--- config.mk ---
export PLATFORM = sky130hd
export DESIGN_NAME = pulse_counter
export DESIGN_NICKNAME = d
export VERILOG_FILES = /design/src/rtl/pcnt_pkg.sv /design/src/rtl/pulse_counter.sv
export SDC_FILE = /design/constraint.sdc
export NUM_CORES = 2
export LEC_CHECK = 0
export ABC_CLOCK_PERIOD_IN_PS = 3750
export BUFFER_PORTS_ARGS = -buffer_cell sky130_fd_sc_hd__buf_2
export CORE_MARGIN = 2
export CORE_UTILIZATION = 58
export CTS_CLUSTER_DIAMETER = 120
export DETAILED_ROUTE_END_ITERATION = 7
export GPL_TIMING_DRIVEN = 0
export HOLD_SLACK_MARGIN = 0.08
export PLACE_DENSITY = 0.86
export SYNTH_ARGS = -nofsm -noshare
export SYNTH_HDL_FRONTEND = slang
export SYNTH_SLANG_ARGS = --single-unit
--- constraint.sdc ---
create_clock -name mclk -period 3.75 [get_ports mclk]
set_input_delay 0.375 -clock mclk [delete_from_list [all_inputs] [get_ports mclk]]
set_output_delay 0.375 -clock mclk [all_outputs]
set_load 0.005 [all_outputs]
--- src/rtl/pcnt_pkg.sv ---
// constants, register map and field layout of the pulse counter
package pcnt_pkg;
    // =======================================================
    // widths and timing
    localparam int ACC_W = 32;
    localparam int ADJ_W = 8;
    localparam int FLT_W = 22;
    localparam int CLK_MHZ = 250;
    localparam int HF_FILT_NS = 2500;
    localparam int HF_FILT_CYC = (HF_FILT_NS * CLK_MHZ + 999) / 1000;
    localparam int LF_FILT_US = 12500;
    localparam int LF_FILT_CYC = LF_FILT_US * CLK_MHZ;
    localparam int OSC_HZ = 1000;
    localparam int OSC_HALF_CYC = CLK_MHZ * 1000000 / (2 * OSC_HZ);
    localparam int WDOG_US = 1000;
    localparam int WDOG_CYC = WDOG_US * CLK_MHZ;
    localparam int OUT_DLY_US = 1000;
    localparam int OUT_DLY_CYC = OUT_DLY_US * CLK_MHZ;
    // =======================================================
    // address fields
    localparam int ASEL_GBL = 8;
    localparam int ACNT_LSB = 6;
    localparam int AREG_LSB = 2;
    // per counter register indices
    localparam logic [3:0] REG_CTRL = 4'h0;
    localparam logic [3:0] REG_ACC = 4'h1;
    localparam logic [3:0] REG_ADJ = 4'h2;
    localparam logic [3:0] REG_PRE = 4'h3;
    localparam logic [3:0] REG_ON = 4'h4;
    localparam logic [3:0] REG_OFF = 4'h5;
    localparam logic [3:0] REG_LIM_HI = 4'h6;
    localparam logic [3:0] REG_LIM_LO = 4'h7;
    localparam logic [3:0] REG_FLAGS = 4'h8;
    localparam logic [3:0] REG_STB0 = 4'h9;
    // global register indices
    localparam logic [3:0] GREG_OSC = 4'h0;
    localparam logic [3:0] GREG_WDOG = 4'h1;
    // control, watchdog and flag fields
    localparam int CTRL_DOWN = 0;
    localparam int CTRL_SINGLE = 1;
    localparam int CTRL_LF = 2;
    localparam int CTRL_OSC = 3;
    localparam int CTRL_STBNEG = 4;
    localparam int WD_EN = 0;
    localparam int WD_CLR = 1;
    localparam int FLAG_PRE = 0;
    localparam int FLAG_STB = 1;
    // reset values and answers
    localparam logic [31:0] LIM_HI_RST = 32'h7FFFFFFF;
    localparam logic [31:0] LIM_LO_RST = 32'h80000000;
    localparam logic [1:0] RESP_OKAY = 2'h0;
    localparam logic [1:0] RESP_DECERR = 2'h3;
endpackage

--- src/rtl/pulse_counter.sv ---
// pulse counter channels with preload, strobe capture, presets and axi4-lite registers
// Function
// continuous mode wraps to opposite limit
// single-shot stops at limit
// single-shot reverse count leaves limit
// separate signed two's complement accumulators
// host reads and overwrites accumulators
// adjust adds signed 8-bit offset
// selectable filters, high-frequency default
// counts up to filter's maximum rate
// output on between on/off presets
// strobe edge captures accumulator
// watchdog failure forces outputs off
// internal oscillator counts first counter
// filtered count edge steps accumulator
// preload edge loads preload register
// preload sets host-visible flag
// strobe edge selectable, always high-frequency
// simultaneous strobes capture independently
// strobe capture sets host-visible flag
// capture holds until next strobe
// host clears strobe flag
// strobe with preload captures preload value
// output follows count within delay
// accumulators are 32 bits wide
// field inputs synchronised before filtering
//
// Register access over AXI4-Lite and the address map are this design's own decisions.
`timescale 1ns/1ps
module pulse_counter #(
    parameter int NCNT = 2,
    parameter int NSTB = 2,
    parameter int LF_CYC = pcnt_pkg::LF_FILT_CYC,
    parameter int OSC_HALF = pcnt_pkg::OSC_HALF_CYC,
    parameter int WD_CYC = pcnt_pkg::WDOG_CYC
) (
    // clock and reset
    input wire logic mclk,
    input wire logic resetn,
    // field inputs
    input wire logic [NCNT-1:0] count_pin,
    input wire logic [NCNT-1:0] preload_pin,
    input wire logic [NCNT*NSTB-1:0] strobe_pin,
    // field outputs and failure status
    output logic [NCNT-1:0] preset_out,
    output logic wdog_fault,
    // axi4-lite write
    input wire logic [8:0] s_awaddr,
    input wire logic s_awvalid,
    output logic s_awready,
    input wire logic [31:0] s_wdata,
    input wire logic [3:0] s_wstrb,
    input wire logic s_wvalid,
    output logic s_wready,
    output logic [1:0] s_bresp,
    output logic s_bvalid,
    input wire logic s_bready,
    // axi4-lite read
    input wire logic [8:0] s_araddr,
    input wire logic s_arvalid,
    output logic s_arready,
    output logic [31:0] s_rdata,
    output logic [1:0] s_rresp,
    output logic s_rvalid,
    input wire logic s_rready
);
    localparam int NIN = NCNT * (2 + NSTB);
    localparam int PB = NCNT;
    localparam int SB = 2 * NCNT;

    // byte-lane merge of a write into an old value
    function automatic logic [31:0] merge(input logic [31:0] o, input logic [31:0] n,
                                          input logic [3:0] s);
        logic [31:0] r;
        r = o;
        for (int b = 0; b < 4; b++) begin
            if (s[b]) begin
                r[8*b+:8] = n[8*b+:8];
            end
        end
        return r;
    endfunction

    // =======================================================
    // input synchronisers and filters
    logic [NIN-1:0] pin_raw;
    logic [NIN-1:0] s1_reg;
    logic [NIN-1:0] s2_reg;
    logic [NIN-1:0] flt_reg;
    logic [NIN-1:0] fltd_reg;
    logic [NIN-1:0] rise;
    logic [NIN-1:0] fall;
    logic [31:0] ctrl_reg [NCNT];

    assign pin_raw = {strobe_pin, preload_pin, count_pin};

    // two flops before anything looks at a pin
    always_ff @(posedge mclk or negedge resetn) begin
        if (!resetn) begin
            s1_reg <= '0;
            s2_reg <= '0;
            fltd_reg <= '0;
        end else begin
            s1_reg <= pin_raw;
            s2_reg <= s1_reg;
            fltd_reg <= flt_reg;
        end
    end

    assign rise = flt_reg & ~fltd_reg;
    assign fall = ~flt_reg & fltd_reg;

    // level must stay changed for the filter time before it is passed on
    genvar k;
    generate
        for (k = 0; k < NIN; k++) begin : g_flt
            logic [pcnt_pkg::FLT_W-1:0] fcnt_reg;
            logic [pcnt_pkg::FLT_W-1:0] flim;
            // strobes never take the long filter
            if (k >= SB) begin : g_hf
                assign flim = pcnt_pkg::FLT_W'(pcnt_pkg::HF_FILT_CYC - 1);
            end else begin : g_sel
                assign flim = ctrl_reg[k % NCNT][pcnt_pkg::CTRL_LF] ?
                    pcnt_pkg::FLT_W'(LF_CYC - 1) :
                    pcnt_pkg::FLT_W'(pcnt_pkg::HF_FILT_CYC - 1);
            end
            always_ff @(posedge mclk or negedge resetn) begin
                if (!resetn) begin
                    fcnt_reg <= '0;
                    flt_reg[k] <= 1'b0;
                end else if (s2_reg[k] == flt_reg[k]) begin
                    fcnt_reg <= '0;
                end else if (fcnt_reg >= flim) begin
                    fcnt_reg <= '0;
                    flt_reg[k] <= s2_reg[k];
                end else begin
                    fcnt_reg <= fcnt_reg + 1'b1;
                end
            end
        end
    endgenerate

    // =======================================================
    // reference oscillator
    logic [31:0] osc_half_reg;
    logic [31:0] osc_cnt_reg;
    logic osc_reg;
    logic osc_rise_reg;

    // square wave, half period set by software
    always_ff @(posedge mclk or negedge resetn) begin
        if (!resetn) begin
            osc_cnt_reg <= '0;
            osc_reg <= 1'b0;
            osc_rise_reg <= 1'b0;
        end else if (osc_cnt_reg + 32'h1 >= osc_half_reg) begin
            osc_cnt_reg <= '0;
            osc_reg <= ~osc_reg;
            osc_rise_reg <= ~osc_reg;
        end else begin
            osc_cnt_reg <= osc_cnt_reg + 32'h1;
            osc_rise_reg <= 1'b0;
        end
    end

    // =======================================================
    // register bus
    logic aw_fire;
    logic ar_fire;
    logic [3:0] wreg;
    logic [1:0] wcnt;
    logic [3:0] rreg;
    logic [1:0] rcnt;
    logic wr_ok;
    logic rd_ok;
    logic [31:0] rd_val;
    logic [31:0] pre_reg [NCNT];
    logic [31:0] on_reg [NCNT];
    logic [31:0] off_reg [NCNT];
    logic [31:0] hi_reg [NCNT];
    logic [31:0] lo_reg [NCNT];
    logic [31:0] flag_reg [NCNT];
    logic signed [31:0] acc_reg [NCNT];
    logic [31:0] stb_reg [NCNT*NSTB];
    logic [NCNT-1:0] acc_wr;
    logic [NCNT-1:0] adj_wr;
    logic [NCNT-1:0] flg_wr;
    logic wd_en_reg;
    logic [31:0] wd_cnt_reg;
    logic wd_wr;

    assign aw_fire = s_awvalid && s_wvalid && s_awready && s_wready;
    assign ar_fire = s_arvalid && s_arready;
    assign wreg = s_awaddr[pcnt_pkg::AREG_LSB+:4];
    assign wcnt = s_awaddr[pcnt_pkg::ACNT_LSB+:2];
    assign rreg = s_araddr[pcnt_pkg::AREG_LSB+:4];
    assign rcnt = s_araddr[pcnt_pkg::ACNT_LSB+:2];
    assign wr_ok = s_awaddr[pcnt_pkg::ASEL_GBL] ? (wreg <= pcnt_pkg::GREG_WDOG) :
        (32'(wcnt) < NCNT && 32'(wreg) < 32'(pcnt_pkg::REG_STB0) + NSTB);
    assign rd_ok = s_araddr[pcnt_pkg::ASEL_GBL] ? (rreg <= pcnt_pkg::GREG_WDOG) :
        (32'(rcnt) < NCNT && 32'(rreg) < 32'(pcnt_pkg::REG_STB0) + NSTB);
    assign wd_wr = aw_fire && wr_ok && s_awaddr[pcnt_pkg::ASEL_GBL]
        && wreg == pcnt_pkg::GREG_WDOG;

    // per counter write strobes
    always_comb begin
        for (int c = 0; c < NCNT; c++) begin
            acc_wr[c] = aw_fire && wr_ok && !s_awaddr[pcnt_pkg::ASEL_GBL]
                && 32'(wcnt) == c && wreg == pcnt_pkg::REG_ACC;
            adj_wr[c] = aw_fire && wr_ok && !s_awaddr[pcnt_pkg::ASEL_GBL]
                && 32'(wcnt) == c && wreg == pcnt_pkg::REG_ADJ;
            flg_wr[c] = aw_fire && wr_ok && !s_awaddr[pcnt_pkg::ASEL_GBL]
                && 32'(wcnt) == c && wreg == pcnt_pkg::REG_FLAGS;
        end
    end

    // write channel handshake and response
    always_ff @(posedge mclk or negedge resetn) begin
        if (!resetn) begin
            s_awready <= 1'b0;
            s_wready <= 1'b0;
            s_bvalid <= 1'b0;
            s_bresp <= pcnt_pkg::RESP_OKAY;
        end else begin
            s_awready <= s_awvalid && s_wvalid && !s_awready && !s_bvalid;
            s_wready <= s_awvalid && s_wvalid && !s_awready && !s_bvalid;
            if (aw_fire) begin
                s_bvalid <= 1'b1;
                s_bresp <= wr_ok ? pcnt_pkg::RESP_OKAY : pcnt_pkg::RESP_DECERR;
            end else if (s_bready) begin
                s_bvalid <= 1'b0;
            end
        end
    end

    // configuration registers
    always_ff @(posedge mclk or negedge resetn) begin
        if (!resetn) begin
            for (int c = 0; c < NCNT; c++) begin
                ctrl_reg[c] <= '0;
                pre_reg[c] <= '0;
                on_reg[c] <= '0;
                off_reg[c] <= '0;
                hi_reg[c] <= pcnt_pkg::LIM_HI_RST;
                lo_reg[c] <= pcnt_pkg::LIM_LO_RST;
            end
            osc_half_reg <= 32'(OSC_HALF);
            wd_en_reg <= 1'b0;
        end else if (aw_fire && wr_ok) begin
            if (s_awaddr[pcnt_pkg::ASEL_GBL]) begin
                if (wreg == pcnt_pkg::GREG_OSC) begin
                    osc_half_reg <= merge(osc_half_reg, s_wdata, s_wstrb);
                end else if (s_wstrb[0]) begin
                    wd_en_reg <= s_wdata[pcnt_pkg::WD_EN];
                end
            end else begin
                for (int c = 0; c < NCNT; c++) begin
                    if (32'(wcnt) == c) begin
                        case (wreg)
                            pcnt_pkg::REG_CTRL: ctrl_reg[c] <= merge(ctrl_reg[c], s_wdata, s_wstrb);
                            pcnt_pkg::REG_PRE: pre_reg[c] <= merge(pre_reg[c], s_wdata, s_wstrb);
                            pcnt_pkg::REG_ON: on_reg[c] <= merge(on_reg[c], s_wdata, s_wstrb);
                            pcnt_pkg::REG_OFF: off_reg[c] <= merge(off_reg[c], s_wdata, s_wstrb);
                            pcnt_pkg::REG_LIM_HI: hi_reg[c] <= merge(hi_reg[c], s_wdata, s_wstrb);
                            pcnt_pkg::REG_LIM_LO: lo_reg[c] <= merge(lo_reg[c], s_wdata, s_wstrb);
                            default: ;
                        endcase
                    end
                end
            end
        end
    end

    // read mux
    always_comb begin
        rd_val = '0;
        if (s_araddr[pcnt_pkg::ASEL_GBL]) begin
            if (rreg == pcnt_pkg::GREG_OSC) begin
                rd_val = osc_half_reg;
            end else begin
                rd_val = {30'h0, wdog_fault, wd_en_reg};
            end
        end else begin
            for (int c = 0; c < NCNT; c++) begin
                if (32'(rcnt) == c) begin
                    case (rreg)
                        pcnt_pkg::REG_CTRL: rd_val = ctrl_reg[c];
                        pcnt_pkg::REG_ACC: rd_val = acc_reg[c];
                        pcnt_pkg::REG_PRE: rd_val = pre_reg[c];
                        pcnt_pkg::REG_ON: rd_val = on_reg[c];
                        pcnt_pkg::REG_OFF: rd_val = off_reg[c];
                        pcnt_pkg::REG_LIM_HI: rd_val = hi_reg[c];
                        pcnt_pkg::REG_LIM_LO: rd_val = lo_reg[c];
                        pcnt_pkg::REG_FLAGS: rd_val = flag_reg[c];
                        default: begin
                            for (int s = 0; s < NSTB; s++) begin
                                if (32'(rreg) == 32'(pcnt_pkg::REG_STB0) + s) begin
                                    rd_val = stb_reg[c*NSTB+s];
                                end
                            end
                        end
                    endcase
                end
            end
        end
    end

    // read channel
    always_ff @(posedge mclk or negedge resetn) begin
        if (!resetn) begin
            s_arready <= 1'b0;
            s_rvalid <= 1'b0;
            s_rdata <= '0;
            s_rresp <= pcnt_pkg::RESP_OKAY;
        end else begin
            s_arready <= s_arvalid && !s_arready && !s_rvalid;
            if (ar_fire) begin
                s_rvalid <= 1'b1;
                s_rdata <= rd_ok ? rd_val : 32'h0;
                s_rresp <= rd_ok ? pcnt_pkg::RESP_OKAY : pcnt_pkg::RESP_DECERR;
            end else if (s_rready) begin
                s_rvalid <= 1'b0;
            end
        end
    end

    // =======================================================
    // watchdog: software must write the watchdog register in time
    always_ff @(posedge mclk or negedge resetn) begin
        if (!resetn) begin
            wd_cnt_reg <= '0;
            wdog_fault <= 1'b0;
        end else begin
            if (wd_wr || !wd_en_reg) begin
                wd_cnt_reg <= '0;
            end else if (wd_cnt_reg < 32'(WD_CYC)) begin
                wd_cnt_reg <= wd_cnt_reg + 32'h1;
            end
            if (wd_en_reg && wd_cnt_reg >= 32'(WD_CYC)) begin
                wdog_fault <= 1'b1;
            end else if (wd_wr && s_wstrb[0] && s_wdata[pcnt_pkg::WD_CLR]) begin
                wdog_fault <= 1'b0;
            end
        end
    end

    // =======================================================
    // counter channels
    logic [NCNT-1:0] cnt_ev;
    logic [NCNT-1:0] pre_ev;
    logic [NCNT*NSTB-1:0] stb_ev;
    logic signed [31:0] acc_next [NCNT];

    genvar c;
    genvar s;
    generate
        for (c = 0; c < NCNT; c++) begin : g_cnt
            // oscillator may feed only the first counter
            if (c == 0) begin : g_osc
                assign cnt_ev[c] = ctrl_reg[c][pcnt_pkg::CTRL_OSC] ?
                    osc_rise_reg : rise[c];
            end else begin : g_pin
                assign cnt_ev[c] = rise[c];
            end
            assign pre_ev[c] = rise[PB+c];

            // priority: host write, preload, adjust, count
            always_comb begin
                acc_next[c] = acc_reg[c];
                if (cnt_ev[c]) begin
                    if (!ctrl_reg[c][pcnt_pkg::CTRL_DOWN]) begin
                        if (acc_reg[c] == $signed(hi_reg[c])) begin
                            acc_next[c] = ctrl_reg[c][pcnt_pkg::CTRL_SINGLE] ?
                                acc_reg[c] : $signed(lo_reg[c]);
                        end else begin
                            acc_next[c] = acc_reg[c] + 32'sh1;
                        end
                    end else begin
                        if (acc_reg[c] == $signed(lo_reg[c])) begin
                            acc_next[c] = ctrl_reg[c][pcnt_pkg::CTRL_SINGLE] ?
                                acc_reg[c] : $signed(hi_reg[c]);
                        end else begin
                            acc_next[c] = acc_reg[c] - 32'sh1;
                        end
                    end
                end
                if (adj_wr[c] && s_wstrb[0]) begin
                    acc_next[c] = acc_reg[c] + 32'(signed'(s_wdata[pcnt_pkg::ADJ_W-1:0]));
                end
                if (pre_ev[c]) begin
                    acc_next[c] = pre_reg[c];
                end
                if (acc_wr[c]) begin
                    acc_next[c] = merge(acc_reg[c], s_wdata, s_wstrb);
                end
            end

            // one signed accumulator per counter
            always_ff @(posedge mclk or negedge resetn) begin
                if (!resetn) begin
                    acc_reg[c] <= '0;
                end else begin
                    acc_reg[c] <= acc_next[c];
                end
            end

            // strobe captures, each into its own register
            for (s = 0; s < NSTB; s++) begin : g_stb
                assign stb_ev[c*NSTB+s] = ctrl_reg[c][pcnt_pkg::CTRL_STBNEG+s] ?
                    fall[SB+c*NSTB+s] : rise[SB+c*NSTB+s];
                always_ff @(posedge mclk or negedge resetn) begin
                    if (!resetn) begin
                        stb_reg[c*NSTB+s] <= '0;
                    end else if (stb_ev[c*NSTB+s]) begin
                        stb_reg[c*NSTB+s] <= pre_ev[c] ? pre_reg[c] : acc_reg[c];
                    end
                end
            end

            // sticky flags, write one to clear, a new event wins
            always_ff @(posedge mclk or negedge resetn) begin
                if (!resetn) begin
                    flag_reg[c] <= '0;
                end else begin
                    flag_reg[c] <= (flag_reg[c] & ~(flg_wr[c] ? s_wdata : 32'h0))
                        | 32'({stb_ev[c*NSTB+:NSTB], pre_ev[c]});
                end
            end

            // preset output, forced off on watchdog failure
            always_ff @(posedge mclk or negedge resetn) begin
                if (!resetn) begin
                    preset_out[c] <= 1'b0;
                end else if (wdog_fault) begin
                    preset_out[c] <= 1'b0;
                end else if ($signed(on_reg[c]) <= $signed(off_reg[c])) begin
                    preset_out[c] <= acc_reg[c] >= $signed(on_reg[c])
                        && acc_reg[c] < $signed(off_reg[c]);
                end else begin
                    preset_out[c] <= acc_reg[c] >= $signed(on_reg[c])
                        || acc_reg[c] < $signed(off_reg[c]);
                end
            end
        end
    endgenerate

    logic c0_quiet;
    assign c0_quiet = !acc_wr[0] && !pre_ev[0] && !adj_wr[0];
endmodule // pulse_counter

; Yosys cells after proc, flatten, opt, wreduce, memory -nomap -nowiden
; Cells that the tools add are included.
[totals]
regBits = 990
output_inout_bits = 44
elab_cells = 398
[op_classes]
n_addsub = 16
order_cmp = 23
n_eq_ne = 43
muxes = 78
bitwise = 21
reduce_logical = 117
[ops]
columns = operator, count
row1 = $mux 32, 34
row2 = $pmux 32 s8, 2
row3 = $mux 22, 18
row4 = $reduce_and 5->1, 48
row5 = $add 22x1->22 const B, 8
row6 = $eq 32x32->1, 4
row7 = $ge 32x32->1, 3
row8 = $ge 22x10->1 const B, 4
row9 = $ge 22x22->1, 4
row10 = $add 32x1->32 const B, 2
row11 = $add 32x2->32 const B, 2
row12 = $add 32x8->32, 2
row13 = $and 32x32->32, 2
row14 = $le 32x32->1, 2
row15 = $lt 32x32->1, 2
row16 = $not 32->32, 2
row17 = $or 32x3->32, 2
row18 = $sub 32x2->32 const B, 2
row19 = $reduce_and 4->1, 13
row20 = $eq 4x3->1 const B, 8
row21 = $ge 32x18->1 const B, 1
row22 = $lt 32x18->1 const B, 1
row23 = $mux 8, 4
row24 = $logic_and 1x1->1, 29
row25 = 22 further kinds, 99

; Depth between registers and ports, before layout
[logic_depth]
depth_word = 11
ltp_mapped = 20
ltp_nobuf = 19

; Worst setup path after synthesis
; OpenSTA, ideal clock, no wires.
[synth_path]
path_type = register -> register
from = register osc_cnt_reg[2]
to = register osc_reg
arrival_ps = 3538
required_time_ps = 3610
setup_slack_ps = 72
path_stages_with_launch = 20
path_buffers = 1
synth_period_minus_slack_ps = 3678
cell_sequence = dfrtp_1 -> nand3_1 -> or4_1 -> nor2b_1 -> nand4_1 -> nor2b_1 -> nand2_1 -> nor2_1 -> xor2_1 -> ha_1 -> a21o_1 -> a21oi_1 -> nor2b_1 -> o21ai_0 -> nand2b_1 -> a21oi_1 -> o21ai_0 -> a21o_1 -> clkbuf_1 -> xor2_1
[synth_via]
elab_chain_len = 2
[synth_lines]
columns = element, line
row1 = "start, declared", pulse_counter.sv:146  ; logic [31:0] osc_cnt_reg;
row2 = "start signal, assigned", pulse_counter.sv:161  ; osc_cnt_reg <= osc_cnt_reg + 32'h1;
row3 = $add 32x1->32, pulse_counter.sv:156  ; end else if (osc_cnt_reg + 32'h1 >= osc_half_reg) begin
row4 = $ge 32x32->1, pulse_counter.sv:156
row5 = "end signal, assigned", pulse_counter.sv:158  ; osc_reg <= ~osc_reg;
row6 = "end, declared", pulse_counter.sv:147  ; logic osc_reg;
; Every way passes these cells.
; A chain may end at the register's enable or synchronous reset.

; Final worst setup path
[layout_path]
from = input port s_araddr[5]
to = register s_rdata[13]
[layout_via]
elab_chain_len = 11
[layout_lines]
columns = element, line
row1 = "start, declared", pulse_counter.sv:59  ; input wire logic [8:0] s_araddr,
row2 = $eq 4x4->1, pulse_counter.sv:297  ; if (32'(rreg) == 32'(pcnt_pkg::REG_STB0) + s) begin
row3 = $mux 32 (2 in series), pulse_counter.sv:297
row4 = $pmux 32 s8, pulse_counter.sv:286  ; case (rreg)
row5 = $mux 32, pulse_counter.sv:285  ; if (32'(rcnt) == c) begin
row6 = $mux 32 (2 in series), pulse_counter.sv:297
row7 = $pmux 32 s8, pulse_counter.sv:286
row8 = $mux 32, pulse_counter.sv:285
row9 = $mux 32, pulse_counter.sv:277  ; if (s_araddr[pcnt_pkg::ASEL_GBL]) begin
row10 = $mux 32 (*), pulse_counter.sv:319  ; s_rdata <= rd_ok ? rd_val : 32'h0;
row11 = "end signal, assigned", pulse_counter.sv:319
row12 = "end, declared", pulse_counter.sv:62  ; output logic [31:0] s_rdata,
; Mark *: on every way between the ends. The rest lies on a longest branch, timed or not.

==> out/summary.txt <==
Arr. time, crit path -> 4.67 ns
Peak fanout along the critical path -> 10
CTS Sinks -> 988
RR Startpoint -> osc_cnt_reg[3]$_DFF_PN0_
Hold Slack -> 0.105 ns
Top_reg_cell synth -> dfrtp_1
Post-route setup TNS -> -7.60 ns
Leak -> 0.0313 uW
Cells after synthesis -> 6370
Relative slew margins -> -8.82%
R2r endpoint -> osc_reg$_DFFE_PN0P_
Core ar. -> 103000 um2
Required @ worst endpoint -> 4.41 ns
1st-iter DRT viols -> 8777
WP depth -> 11
Tot GR Track Use -> 50.6%
Max reg flops -> 176
Number of port buffers -> 101
Kind of critical path -> input pin to register
Initial antenna violation count -> 21
DIE HEIGHT -> 326 um
DR vias/cell -> 7.06
Vias -> 57852
Worst-path cell chain -> buf_2 -> and4b_1 -> clkbuf_2 -> clkdlybuf4s15_1 -> a22oi_1 -> a31oi_1 -> a21oi_1 -> nor2_1 -> nor2_1 -> o21ai_0 -> a22o_1
First-pass GRT wire length -> 387000 um
Crit path time final -> 4.01 ns
Reg clk slew, reported paths -> 0.07 ns
CP max-delay cell -> clkdlybuf4s15_1
Die area -> 106000 um2
Post-layout nets -> 7145
# rows -> 118
Seq/Total Area, Yosys -> 41.2%
Share of cells above drive strength 1 -> 14.7%
Largest net degree at the start of global routing -> 127
Worst setup SP type -> input pin
Clock skew -> 0.0286 ns
FF/Latch Area -> 24800 um2
Critical path origin -> s_araddr[5]
Slowest Stage Delay on Critical Path -> 1.02 ns
CTS max path bufs -> 3
Critical Path End -> s_rdata[13]$_DFFE_PN0P_
Area Overhead vs Synth -> 12.9%
ANT nets after route -> 0
Unrepaired setup endpoints after global routing -> true
Final setup violation count -> 52
Worst Setup End Kind -> register
Worst-Skew Late Latency -> 0.75 ns
Fill cells -> 8202
Setup ws final -> -0.261 ns
Hold Path Stages -> 3
I/O Pins -> 113
Post-synth EDFFs -> 0
CTS tree -> built
Width of the die -> 326 um
Slew Viols, Final -> 78
Number of global-route vias before repair -> 55486
DRT Pass-1 Iters -> 8
Number of library cell types mapped by synthesis -> 100
Final period util -> 107%
Pwr Density -> 393 nW/um2
Final wirelength -> 278000 um
Overall power -> 26700 uW
Initial Util -> 58.3%
Ys Warns -> 0
Top delay family on crit path -> buffers and inverters
R2r worst-path depth -> 18
Final hold viol count -> 0
Peak Freq -> 249 MHz
Yosys reg bits -> 988
Mapped Avg Cell Area -> 9.44 um2
Root Buffer Master -> clkbuf_16
Violated checks -> DRC, capacitance limit, slew limit, setup timing
Max IR drop VDD -> 0.000503 V
Worst slew pin tran -> 1.63 ns
Top cell by count, worst path -> nor2_1
Gr ovfl total -> 0
Hpwl dp -> 204000 um
Drc violations -> 13
Status -> complete, but fails checks
Max-Cap Viols -> 9
Routability cong. -> 1.07
Internal reg-to-reg setup slack -> -0.22 ns
Htree depth -> 3
Wire per inst -> 33.9 um
CP bufs+invs -> 3
Mapped cell area -> 60200 um2
CTS buffer count -> 106
Multi-input gate area -> 33500 um2
Async set-or-reset flop fraction in the synthesized netlist -> 100%
Type of the most critical hold path -> input pin to register
-- how the worst min path moves through the flow --
| stage | startpoint | endpoint |
|---|---|---|
| after floorplan | resetn | acc_reg[0]$_DFFE_PN0P_ |
| after global placement | s1_reg[1]$_DFF_PN0_ | s2_reg[1]$_DFF_PN0_ |
| after detailed placement | resetn | on_reg[29]$_DFFE_PN0P_ |
| after CTS | s_wdata[15] | acc_reg[15]$_DFFE_PN0P_ |
| after global routing | s_wdata[15] | acc_reg[15]$_DFFE_PN0P_ |
| final | s_wdata[15] | acc_reg[15]$_DFFE_PN0P_ |
-- routing by layer --
layer | wire length [um] | vias to the layer above | GRT usage (%)
li1 | - | 23673 | -
met1 | 101000 | 28327 | 63.3
met2 | 113000 | 4551 | 71.7
met3 | 40600 | 1273 | 21.3
met4 | 23100 | 28 | 32.3
met5 | 701 | - | 2.09
-- per-stage QoR --
stage | area [um2] | setup slack, ns | instances | util (%)
after detailed placement | 62900 | -1.36 | 7914 | 61.0
after floorplan | 60300 | 0.0722 | 6417 | -
after global placement | 62600 | -18.80 | 7898 | 60.6
after global routing | 67900 | -0.411 | 8180 | 65.8
after CTS | 67300 | -0.0452 | 8152 | 65.2
final | 67900 | -0.261 | 8192 | 65.8
-- cells in the final DEF, fill, tap and decap left out, types with 21 or more instances in the layout --
master / n
a22o_1: 75
a21boi_0: 68
dfstp_2: 71
and3_1: 57
a211oi_1: 46
o21ai_0: 336
nand2_1: 476
nand3_1: 203
o211ai_1: 54
inv_1: 249
dfrtp_1: 904
a221oi_1: 65
clkbuf_2: 21
clkbuf_16: 106
a21o_1: 83
nor2b_1: 49
buf_4: 63
clkbuf_1: 266
a31oi_1: 67
mux2i_1: 98
xor2_1: 217
nor2_1: 635
buf_2: 164
nand4_1: 129
or3_1: 31
conb_1: 48
mux2_2: 305
ha_1: 367
nand2b_1: 30
a22oi_1: 204
nor3_1: 68
a21oi_1: 350
nor4_1: 46
o22ai_1: 55
xnor2_1: 215
clkinv_2: 25
-- worst min-delay path: cells and delay by family --
| family | cells | cell delay, ns |
|---|---|---|
| AO/OA/AOI/OAI | 1 | 0.07 |
| buffers and inverters | 1 | 0.21 |
| AND/OR/NAND/NOR | 1 | 0.14 |
-- what timing repair did --
item                                    in CTS  in global routing
endpoints found under the hold margin      256                  0
pin swaps                                   10                 21
buffers inserted                            20                 22
resized for setup                           79                122
gates cloned                                 2                  3
hold buffers                                17                  0
endpoints found under the setup margin     154                181
-- cell usage after synthesis, types with 55 or more instances --
cell	instances	area, um2
nand2_1	481	1810
xnor2_1	223	1950
a21o_1	84	631
a31oi_1	69	432
and3_1	58	363
clkbuf_1	274	1030
nor2b_1	64	400
mux2_2	305	3430
dfrtp_1	917	22900
nor2_1	640	2400
nand3_1	206	1030
nand4_1	129	807
buf_2	71	355
inv_1	253	950
dfstp_2	71	1870
nor4_1	57	357
o22ai_1	55	344
o21ai_0	345	1730
nor3_1	77	385
a221oi_1	65	569
a22oi_1	204	1530
xor2_1	222	1940
ha_1	367	4590
a22o_1	75	657
a21oi_1	354	1770
a21boi_0	68	510
mux2i_1	98	981
-- kinds of logic (layout without fill, tap and decap cells) --
| logic type | Yosys count | after routing | synth area share (%) |
|---|---|---|---|
| xor gates and xnor gates | 445 | 445 | 6.48 |
| muxes | 404 | 404 | 7.36 |
| DFF | 988 | 988 | 41.2 |
| buffers and inverters | 641 | 1023 | 4.28 |
| adders and majority gates | 369 | 369 | 7.70 |
| other | 1 | 61 | 0.00623 |
| AOI/OAI and AO/OA | 1627 | 1627 | 17.9 |
| and+or+nand+nor | 1895 | 1895 | 15.1 |
-- cell type report --
| class | count | area share, % |
|---|---|---|
| multi-input combinational | 4788 | 49.4 |
| antenna | 13 | 0.0479 |
| clock buffer | 142 | 4.35 |
| tap | 1380 | 2.54 |
| timing repair inverter | 2 | 0.0221 |
| inverter | 254 | 1.42 |
| clock inverter | 58 | 1.09 |
| sequential | 988 | 36.6 |
| buffer | 385 | 2.51 |
| timing repair buffer | 182 | 2.07 |
-- power by group --
part / switching [uW] / total [uW] / internal, uW
clock network: 4910 / 11300 / 6430
registers: 385 / 11400 / 11000
logic: 2670 / 3970 / 1300
No activity file was read; power rests on OpenSTA's default activity.
